--- src/hdl/tif_pkg.sv ---
// Package with register map, field positions and the gated slave-mode code.
package tif_pkg;
  localparam logic [7:0] TIF_IEN_OFS = 8'h0C;
  localparam logic [7:0] TIF_STS_OFS = 8'h10;
  localparam logic [15:0] TIF_IEN_RST = 16'h0000;
  localparam logic [31:0] TIF_STS_RST = 32'h0000_0000;
  localparam int TIF_UPD = 0;
  localparam int TIF_CH1 = 1;
  localparam int TIF_COM = 5;
  localparam int TIF_TRG = 6;
  localparam int TIF_BRK = 7;
  localparam int TIF_OVC1 = 9;
  localparam int TIF_CH5 = 16;
  localparam logic [15:0] TIF_IEN_MASK = 16'h00FF;
  localparam logic [31:0] TIF_STS_MASK = 32'h0001_1EFF;
  localparam logic [2:0] TIF_SM_GATED = 3'h5;
  localparam logic [1:0] TIF_HTRANS_NONSEQ = 2'h2;
  localparam logic [2:0] TIF_HSIZE_WORD = 3'h2;
endpackage

--- src/hdl/tif_sync.sv ---
// Two-stage synchroniser for asynchronous level inputs.
`timescale 1ns/100ps
`default_nettype none
module tif_sync #(
  parameter int WIDTH = 1
) (
  input wire logic hclk,
  input wire logic hresetn,
  input wire logic [WIDTH-1:0] async_in,
  output logic [WIDTH-1:0] sync_out
);
  logic [WIDTH-1:0] meta_r;

  // The first stage feeds only the second stage.
  always_ff @(posedge hclk or negedge hresetn) begin
    if (!hresetn) begin
      meta_r <= '0;
      sync_out <= '0;
    end else begin
      meta_r <= async_in;
      sync_out <= meta_r;
    end
  end
endmodule
`default_nettype wire

--- src/hdl/tif_top.sv ---
// Timer interrupt enable and status flag block with an AHB-Lite slave.
`timescale 1ns/100ps
`default_nettype none
module tif_top
  import tif_pkg::*;
#(
  parameter int NCHAN = 4
) (
  input wire logic hclk,
  input wire logic hresetn,
  input wire logic hsel,
  input wire logic [7:0] haddr,
  input wire logic [1:0] htrans,
  input wire logic hwrite,
  input wire logic [2:0] hsize,
  input wire logic hready,
  input wire logic [31:0] hwdata,
  output logic [31:0] hrdata,
  output logic hreadyout,
  output logic hresp,
  input wire logic break_input,
  input wire logic trigger_input,
  input wire logic [2:0] slave_mode,
  input wire logic commutation_event,
  input wire logic update_event,
  input wire logic [NCHAN:1] chan_event,
  input wire logic [NCHAN:1] chan_is_input,
  input wire logic chan5_event,
  output logic timer_irq
);
  if (NCHAN != 4) begin : g_nchan_check
    $error("tif_top supports exactly four capture channels");
  end

  logic brk_s;
  logic trg_s;
  logic trg_d_r;
  logic trg_rise;
  logic trg_fall;
  logic trg_hit;
  logic [15:0] ien_r;
  logic [15:0] ien_nxt;
  logic [NCHAN:1] ovc_set;
  logic [31:0] sts_r;
  logic [31:0] sts_nxt;
  logic [31:0] set_vec;
  logic [31:0] clr_vec;
  logic ph_wr_r;
  logic ph_rd_r;
  logic [7:0] ph_addr_r;
  logic take;
  logic wr_ien;
  logic wr_sts;

  // Break and trigger come from pins, so they are synchronised first.
  tif_sync #(.WIDTH(2)) u_sync (
    .hclk(hclk),
    .hresetn(hresetn),
    .async_in({break_input, trigger_input}),
    .sync_out({brk_s, trg_s})
  );

  always_ff @(posedge hclk or negedge hresetn) begin
    if (!hresetn) begin
      trg_d_r <= 1'b0;
    end else begin
      trg_d_r <= trg_s;
    end
  end

  assign trg_rise = trg_s && !trg_d_r;
  assign trg_fall = !trg_s && trg_d_r;
  // Gated mode counts both edges; others count the rising edge only.
  assign trg_hit = (slave_mode == TIF_SM_GATED) ? (trg_rise || trg_fall)
                                                : trg_rise;

  // Bus address phase capture; the slave never inserts wait states.
  assign take = hsel && hready && (htrans == TIF_HTRANS_NONSEQ);
  assign hreadyout = 1'b1;
  assign hresp = 1'b0;

  always_ff @(posedge hclk or negedge hresetn) begin
    if (!hresetn) begin
      ph_wr_r <= 1'b0;
      ph_rd_r <= 1'b0;
      ph_addr_r <= 8'h00;
    end else begin
      ph_wr_r <= take && hwrite && (hsize == TIF_HSIZE_WORD);
      ph_rd_r <= take && !hwrite;
      ph_addr_r <= take ? haddr : ph_addr_r;
    end
  end

  assign wr_ien = ph_wr_r && (ph_addr_r == TIF_IEN_OFS);
  assign wr_sts = ph_wr_r && (ph_addr_r == TIF_STS_OFS);

  // Reserved enable bits are held at their reset value whatever is written.
  // Reads use the next value, so a read right behind a write sees the word.
  assign ien_nxt = wr_ien ? (hwdata[15:0] & TIF_IEN_MASK) : ien_r;

  always_ff @(posedge hclk or negedge hresetn) begin
    if (!hresetn) begin
      ien_r <= TIF_IEN_RST;
    end else begin
      ien_r <= ien_nxt;
    end
  end

  // A capture while the channel flag is still up is an overcapture.
  for (genvar c = 1; c <= NCHAN; c++) begin : g_chan
    assign ovc_set[c] = chan_event[c] && chan_is_input[c]
                        && sts_r[TIF_CH1 + c - 1];
  end

  // Hardware set sources, one bit per flag.
  always_comb begin
    set_vec = '0;
    set_vec[TIF_UPD] = update_event;
    set_vec[TIF_CH1 +: NCHAN] = chan_event;
    set_vec[TIF_OVC1 +: NCHAN] = ovc_set;
    set_vec[TIF_COM] = commutation_event;
    set_vec[TIF_TRG] = trg_hit;
    set_vec[TIF_BRK] = brk_s;
    set_vec[TIF_CH5] = chan5_event;
  end

  // A written zero clears; a written one leaves the flag alone.
  assign clr_vec = wr_sts ? (~hwdata & TIF_STS_MASK) : '0;
  // Set wins over clear so no event is lost in the clearing cycle.
  assign sts_nxt = ((sts_r & ~clr_vec) | set_vec) & TIF_STS_MASK;

  always_ff @(posedge hclk or negedge hresetn) begin
    if (!hresetn) begin
      sts_r <= TIF_STS_RST;
    end else begin
      sts_r <= sts_nxt;
    end
  end

  always_ff @(posedge hclk or negedge hresetn) begin
    if (!hresetn) begin
      hrdata <= 32'h0000_0000;
    end else if (take && !hwrite) begin
      case (haddr)
        TIF_IEN_OFS: hrdata <= {16'h0000, ien_nxt};
        TIF_STS_OFS: hrdata <= sts_nxt;
        default: hrdata <= 32'h0000_0000;
      endcase
    end
  end

  // Overcapture and channel 5 flags carry no enable of their own.
  always_ff @(posedge hclk or negedge hresetn) begin
    if (!hresetn) begin
      timer_irq <= 1'b0;
    end else begin
      timer_irq <= |(sts_nxt[TIF_BRK:TIF_UPD]
                     & ien_r[TIF_BRK:TIF_UPD]);
    end
  end
endmodule
`default_nettype wire
--- config.mk ---
export PLATFORM = sky130hd
export DESIGN_NAME = tif_top
export DESIGN_NICKNAME = d
export VERILOG_FILES = /design/src/hdl/tif_pkg.sv /design/src/hdl/tif_sync.sv /design/src/hdl/tif_top.sv
export SDC_FILE = /design/constraint.sdc
export NUM_CORES = 1
export LEC_CHECK = 0
export BUFFER_PORTS_ARGS = -buffer_cell sky130_fd_sc_hd__buf_2
export CORE_UTILIZATION = 40
export CTS_CLUSTER_SIZE = 30
export DETAILED_ROUTE_END_ITERATION = 10
export PLACE_DENSITY_LB_ADDON = 0.2
export SETUP_SLACK_MARGIN = 0.2
export SKIP_CTS_REPAIR_TIMING = 1
export SLEW_MARGIN = 20
export SYNTH_ARGS = -nofsm -noshare
export SYNTH_HDL_FRONTEND = slang
export SYNTH_HIERARCHICAL = 1
export SYNTH_SLANG_ARGS = --single-unit
--- constraint.sdc ---
create_clock -name hclk -period 2 [get_ports hclk]
set_input_delay 0.1 -clock hclk [delete_from_list [all_inputs] [get_ports hclk]]
set_output_delay 0.1 -clock hclk [all_outputs]
set_load 0.02 [all_outputs]
==> results by group, run 1 <==
Run status
  – Status: finished clean

GRT
  – Largest net degree at the start of global routing: 62
  – GRT Residual Overflow: 0
  – GRT Total Usage: 17.8%
  – First-pass GRT wire length: between 9000 and 10,000 µm
  – Initial antenna violation count: 0
  – Via count of the first global-routing pass: 1,867

Hold path
  – Hold Path Class: input pin to register

Floorplan
  – Total core area: 6350 µm²
  – Die area: slightly below 7000 µm²
  – Die Ht: 83.1 µm
  – I/O pins: roughly 100
  – Initial Util: between 40% and 50%
  – Chip width: 83.1 µm
  – Row count: 29

Layout
  – Seq. cell area: 1530 µm²
  – Area growth, synth to finish: 27.6%
  – Final Non-Filler Cells: between 300 and 400
  – Area occupied by multi-input gates: 1020 µm²
  – Layout net count: roughly 360
  – Fill cells: 610
  – Antenna Diode Count: 0
  – Layout cells sized above 1: between 40% and 50%
  – Post-route cell area: ~3400 µm²

Critical path
  – CP Cell Sequence: nor4_4 -> and2_4 -> buf_12 -> nand4b_4 -> mux2_2 -> a221o_1
  – Worst path max stage delay: roughly 0.40 ns
  – Worst Path Arrival: 2.17 ns
  – Critical path class: register to register
  – CP Max Fanout: 6
  – Reg-to-reg setup timing slack: 0.07 ns
  – CP Launch Type: register
  – Crit. End Element: register
  – WP data required: about 2.2 ns
  – Slowest stage cell, crit path: dfrtp_1

Placed design
  – Global placement routability congestion: around 0.8
  – Buffers on Ports: 64
  – Placed Instances: 348
  – Placed Area: a little over 3000 µm²
  – DP Wirelength: between 3000 and 4000 µm

STA
  – Final Hold Fails: 0
  – Fin crit share: a little over nine tenths
  – Highest clock rate: roughly 520 MHz
  – Final setup fails: 0
  – RSZ-0062 raised after global routing: true
  – Minimum clock period: between 1.5 and 2 ns
  – Worst Clk Skew: about 0.011 ns
  – Max Slew Vio Count: 0

Route
  – 1st-pass router iterations: 4
  – Avg WL per Cell: between 15 and 20 µm
  – DRT Wirelength: 5840 µm
  – Iter 0 DRT Violations: approximately 130
  – Vias: 1,905
  – Vias/cell: between 5 and 6
  – DR DRC count: 0
  – DRT antenna net count: 0

Power
  – Design Power: between 2 and 3 mW
  – P_sw: around 0.68 mW
  – PD cells: roughly 790 nW/µm²
  – Leak: 1.67 nW
  – Sequential Power Share: between 50% and 60%
  – Cell-internal power: 1.97 mW
  – Peak VDD IR: between 0.5 and 0.6 mV
  – Power share of the combinational group: a little under a tenth
  – Net Sw Frac: about 26%
  – Power share of the clock group: between 30% and 40%

Clocking
  – Clock slew at reported path FFs: roughly 0.08 ns
  – CTS tree: done
  – Root buf cell: clkbuf_8
  – Num CTS Buffers: 9
  – Clock sink count: 61
  – Max clock buf depth: 2
  – Clock latency on the worst-skew pair: around 0.35 ns
  – H-Tree Level Count: 3

Synth
  – Synth cell types: 33
  – Synth async-reset ratio: 100%
  – Most area-hungry cell type in the Yosys netlist: dfrtp_1
  – Yosys top cell area share: 58.0%
  – Post-synthesis sequential area ratio: 58.0%
  – Syn Area/Cell: ~13 µm²
  – Most used DFF post-synth: dfrtp_1
  – Synthesized flop and latch total: 61
  – Mapped Area: around 2600 µm²
  – Cells after Synth: 205
  – Synth area leaders: dfrtp_1 (58%), mux2_2 (6.0%), buf_4 (5.1%)
  – Synth Warn #: 6
  – Post-synth EDFFs: 0

Job
  – Max-cap viol count: 0
-- registers in the layout (all words and copies together) (netlist names), 2 cells and up --
| register | count |
|---|---|
| u_sync/sync_out | 2 |
| sts_r | 13 |
| ien_r | 16 |
| ph_addr_r | 8 |
| hrdata | 17 |
| u_sync/meta_r | 2 |
-- cell usage in the layout (no fill, tap or decap), types with 7 or more instances in the layout --
cell	count
a221o_1	13
dfrtp_1	59
a31oi_1	7
clkbuf_8	9
buf_2	64
conb_1	17
nor2_1	17
and2_1	9
buf_4	11
mux2_2	14
-- synth_stat cells (4+ instances only) --
master / count
and2_1: 15
a31oi_1: 7
nand2_1: 5
a22oi_1: 4
mux2_2: 14
dfrtp_1: 61
buf_4: 18
a22o_1: 4
o21ai_0: 6
nand3_1: 7
and4_1: 6
nor2_1: 17
a221o_1: 13
-- final timing paths --
path,start,to,depth (start not counted)
max,ph_addr_r[1],hrdata[2],6
min,hwdata[11],sts_r[11],3
max reg2reg,ph_addr_r[1],hrdata[2],6
min reg2reg,u_sync/meta_r[0],u_sync/sync_out[0],0
max in group asynchronous,hresetn,ph_addr_r[2],3
min in group asynchronous,hresetn,trg_d_r,3
-- per-layer routing --
layer	vias up	routed length, µm	global-route usage, %
met5	-	0	0
met4	0	59	4.70
met3	7	320	6.66
met2	63	2780	27.1
met1	940	2680	23.9
li1	895	-	-
-- power by group through the flow --
stage | clock, mW | combinational [mW] | sequential [mW]
global placement | 0 | 0.230 | 1.35
CTS | 1.09 | 0.233 | 1.33
global route | 1.14 | 0.271 | 1.35
finish | 1.06 | 0.247 | 1.35
detailed placement | 0 | 0.233 | 1.35
floorplan | 0 | 0.139 | 1.35
-- cell type report --
class / count / area share (%)
clock inverters: 7 / 1.98
multi-input cells: 134 / 30.4
flip-flops and latches: 61 / 45.6
repair buffers: 84 / 15.3
clock buffers: 9 / 3.69
inverters: 2 / 0.224
well taps: 77 / 2.87
-- metrics by stage --
stage | setup WS [ns] | util [%] | TNS (ns) | hold WS [ns]
6_report | 0.0687 | 52.8 | 0 | 0.00429
4_1_cts | -0.0427 | 50.5 | -0.266 | -0.243
3_3_place_gp | -0.0118 | 47.5 | -0.0441 | 0.137
5_1_grt | 0.0129 | 52.8 | 0 | 0.00523
3_5_place_dp | -0.0239 | 47.5 | -0.147 | 0.138
2_1_floorplan | 0.000228 | - | 0 | -0.196
-- kinds of logic (layout without fill, tap and decap cells) --
group	after synthesis	in the layout	share of synthesized area, %
multiplexers	16	16	7.14
buffers and inverters	26	102	7.18
other	2	17	0.286
AO/OA/AOI/OAI	34	34	10.2
adder cells (fa/ha/maj)	1	1	0.476
flip-flops	61	61	58.0
AND/OR/NAND/NOR	65	66	16.7
-- critical path: cells and delay by family (launching register included) --
family | cells | cell delay (ns)
AO/OA/AOI/OAI | 1 | 0.32
buffers and inverters | 1 | 0.11
flip-flops | 1 | 0.40
multiplexers | 1 | 0.32
AND/OR/NAND/NOR | 3 | 0.68
(Power assumes the default switching activity.)
==> run 2, diff against run 1 <==
CORE_ASPECT_RATIO = 2   (was unset)
==> results by group, run 2 (synthesis results as in run 1) <==
Power
  – Leak: 1.68 nW (+0.72%)
  – PD cells: 904 nW/µm² (+14%)
  – Design Power: 3.10 mW (+17%)
  – Peak VDD IR: 0.605 mV (+9.5%)

Floorplan
  – Die Ht: 117 µm (+40%)
  – Chip width: 59.3 µm (-29%)
  – Total core area: 6310 µm² (-0.63%)
  – Row count: 41 (+41%)
  – Initial Util: 41.7% (+0.26 points)
  – I/O pins: 101 (unchanged)
  – Die area: 6920 µm² (+0.28%)

Route
  – DR DRC count: 0 (unchanged)
  – Iter 0 DRT Violations: 54 (-59%)
  – DRT antenna net count: 0 (unchanged)
  – Avg WL per Cell: 15.4 µm (-1.0%)
  – DRT Wirelength: 5850 µm (+0.29%)
  – Vias: 1,896 (-0.47%)
  – Vias/cell: 5.00 (-1.8%)
  – 1st-pass router iterations: 4 (unchanged)

Placed design
  – Global placement routability congestion: 0.767 (-4.6%)
  – Buffers on Ports: 64 (unchanged)
  – DP Wirelength: 4160 µm (+8.2%)
  – Placed Instances: 358 (+2.9%)
  – Place WS: 0.00525 ns (+0.0291 ns)
  – Placed Area: 3050 µm² (+1.0%)

Critical path
  – RR Startpoint: ph_addr_r[1]
  – Worst Path Arrival: 2.16 ns (about the same)
  – Crit-path leading delay family: simple AND/OR/NAND/NOR gates
  – CP Max Fanout: 13 (+7)
  – Critical path class: register to register
  – Crit. End Element: register
  – WP data required: 2.21 ns (-0.03 ns)
  – CP Cell Sequence: nor4_4 -> and2_4 -> nand4b_4 -> buf_12 -> mux2_4 -> a221o_1
  – Reg-to-reg setup timing slack: 0.05 ns (about the same)
  – CP Launch Type: register
  – R2R depth: 6 (unchanged)
  – Critical path buffers and inverters: 1 (unchanged)
  – Worst reg2reg endpoint: hrdata[6]
  – Worst path max stage delay: 0.40 ns (about the same)
  – Slowest stage cell, crit path: dfrtp_1

GRT
  – Largest net degree at the start of global routing: 42 (-32%)
  – GRT Total Usage: 19.4% (+1.6 points)
  – Via count of the first global-routing pass: 1,922 (+2.9%)
  – Initial antenna violation count: 0 (unchanged)
  – First-pass GRT wire length: 9430 µm (+0.66%)
  – GRT Residual Overflow: 0 (unchanged)

Clocking
  – H-Tree Level Count: 3 (unchanged)
  – Clock sink count: 61 (unchanged)
  – CTS tree: done
  – Clock latency on the worst-skew pair: 0.33 ns (-0.02 ns)
  – Root buf cell: clkbuf_16
  – Max clock buf depth: 2 (unchanged)
  – Clock slew at reported path FFs: 0.05 ns (-0.03 ns)
  – Num CTS Buffers: 9 (unchanged)

Run status
  – Status: finished clean

Hold path
  – WHS Path Cells: 2 (-1)
  – Hold Path Class: input pin to register
  – Min-delay src: haddr[1]
  – Hold Crit Endpoint: ph_addr_r[1]

Layout
  – Layout cells sized above 1: 42.3% (-0.44 points)
  – Final Non-Filler Cells: 379 (+1.3%)
  – Layout net count: 355 (-1.1%)
  – Post-route cell area: 3420 µm² (+2.0%)
  – Commonest non-fill, non-tap cell in the layout: buf_2
  – Area growth, synth to finish: 30.2%
  – Top Registers: hrdata x17, ien_r x16, sts_r x13
  – Max reg flops: 17 (unchanged)
  – Most frequent cells in the layout: buf_2 (64), dfrtp_1 (61), nor2_1 (17), conb_1 (17), mux2_2 (14)
  – Antenna Diode Count: 0 (unchanged)
  – Post-layout util: 54.3% (+1.4 points)
  – Biggest register: hrdata

STA
  – Final worst slack: 0.0539 ns (-0.0148 ns)
  – Final setup fails: 0 (unchanged)
  – Final Hold Fails: 0 (unchanged)
  – RSZ-0062 raised after global routing: true
  – Fin crit share: 97.3% (+0.74 points)
  – Highest clock rate: 514 MHz (-0.76%)
  – Minimum clock period: 1.95 ns (+0.0148 ns)
  – Setup TNS: 0 ns (unchanged)
  – Max Slew Vio Count: 0 (unchanged)
  – Worst Clk Skew: 0.00431 ns (-0.00719 ns)
  – Worst Hold Margin: 0.0143 ns (+0.0100 ns)

Job
  – Max-cap viol count: 0 (unchanged)
## run 2: changes by cell type in the layout (fill, tap and decap cells not counted), sizes merged
cell,change
buf,-1
nand4b,-1
clkbuf,+2
clkinv,-1
clkinvlp,-1
dlygate4sd3,-2
## run 2: how the worst max path moves through the flow
stage	start	end	slack, ns	depth (start not counted)
after global routing	ph_addr_r[1]	hrdata[0]	-0.03	6
after floorplan	ph_addr_r[1]	hrdata[6]	0.0002	7
final	ph_addr_r[1]	hrdata[6]	0.05	6
after detailed placement	ph_addr_r[1]	hrdata[6]	0.005	6
after global placement	ph_addr_r[1]	hrdata[6]	0.05	6
after CTS	ph_addr_r[1]	hrdata[6]	-0.006	6
## run 2: area by class of cell
class / instances / area [µm²]
sequential: 61 / 1530
inverter: 2 / 7.51
clock buffer: 11 / 243
clock inverter: 5 / 50.0
multi-input combinational: 133 / 1010
fill: 585 / 2890
tap: 86 / 108
timing repair buffer: 81 / 483
## run 2: per-layer routing
| metal | GRT usage [%] | part of all wire, % | up-vias |
|---|---|---|---|
| met3 | 5.87 | 5.2 | 11 |
| met1 | 21.6 | 39 | 932 |
| met2 | 32.4 | 54 | 70 |
| met4 | 10.5 | 2.1 | 0 |
| li1 | - | - | 883 |
| met5 | 0 | 0 | - |
## run 2: report_power, final
part	total, mW	switching (mW)	internal, mW
Combinational	0.248	0.129	0.119
Sequential	1.34	0.0487	1.29
Clock	1.51	0.525	0.987
Total	3.10	0.703	2.39
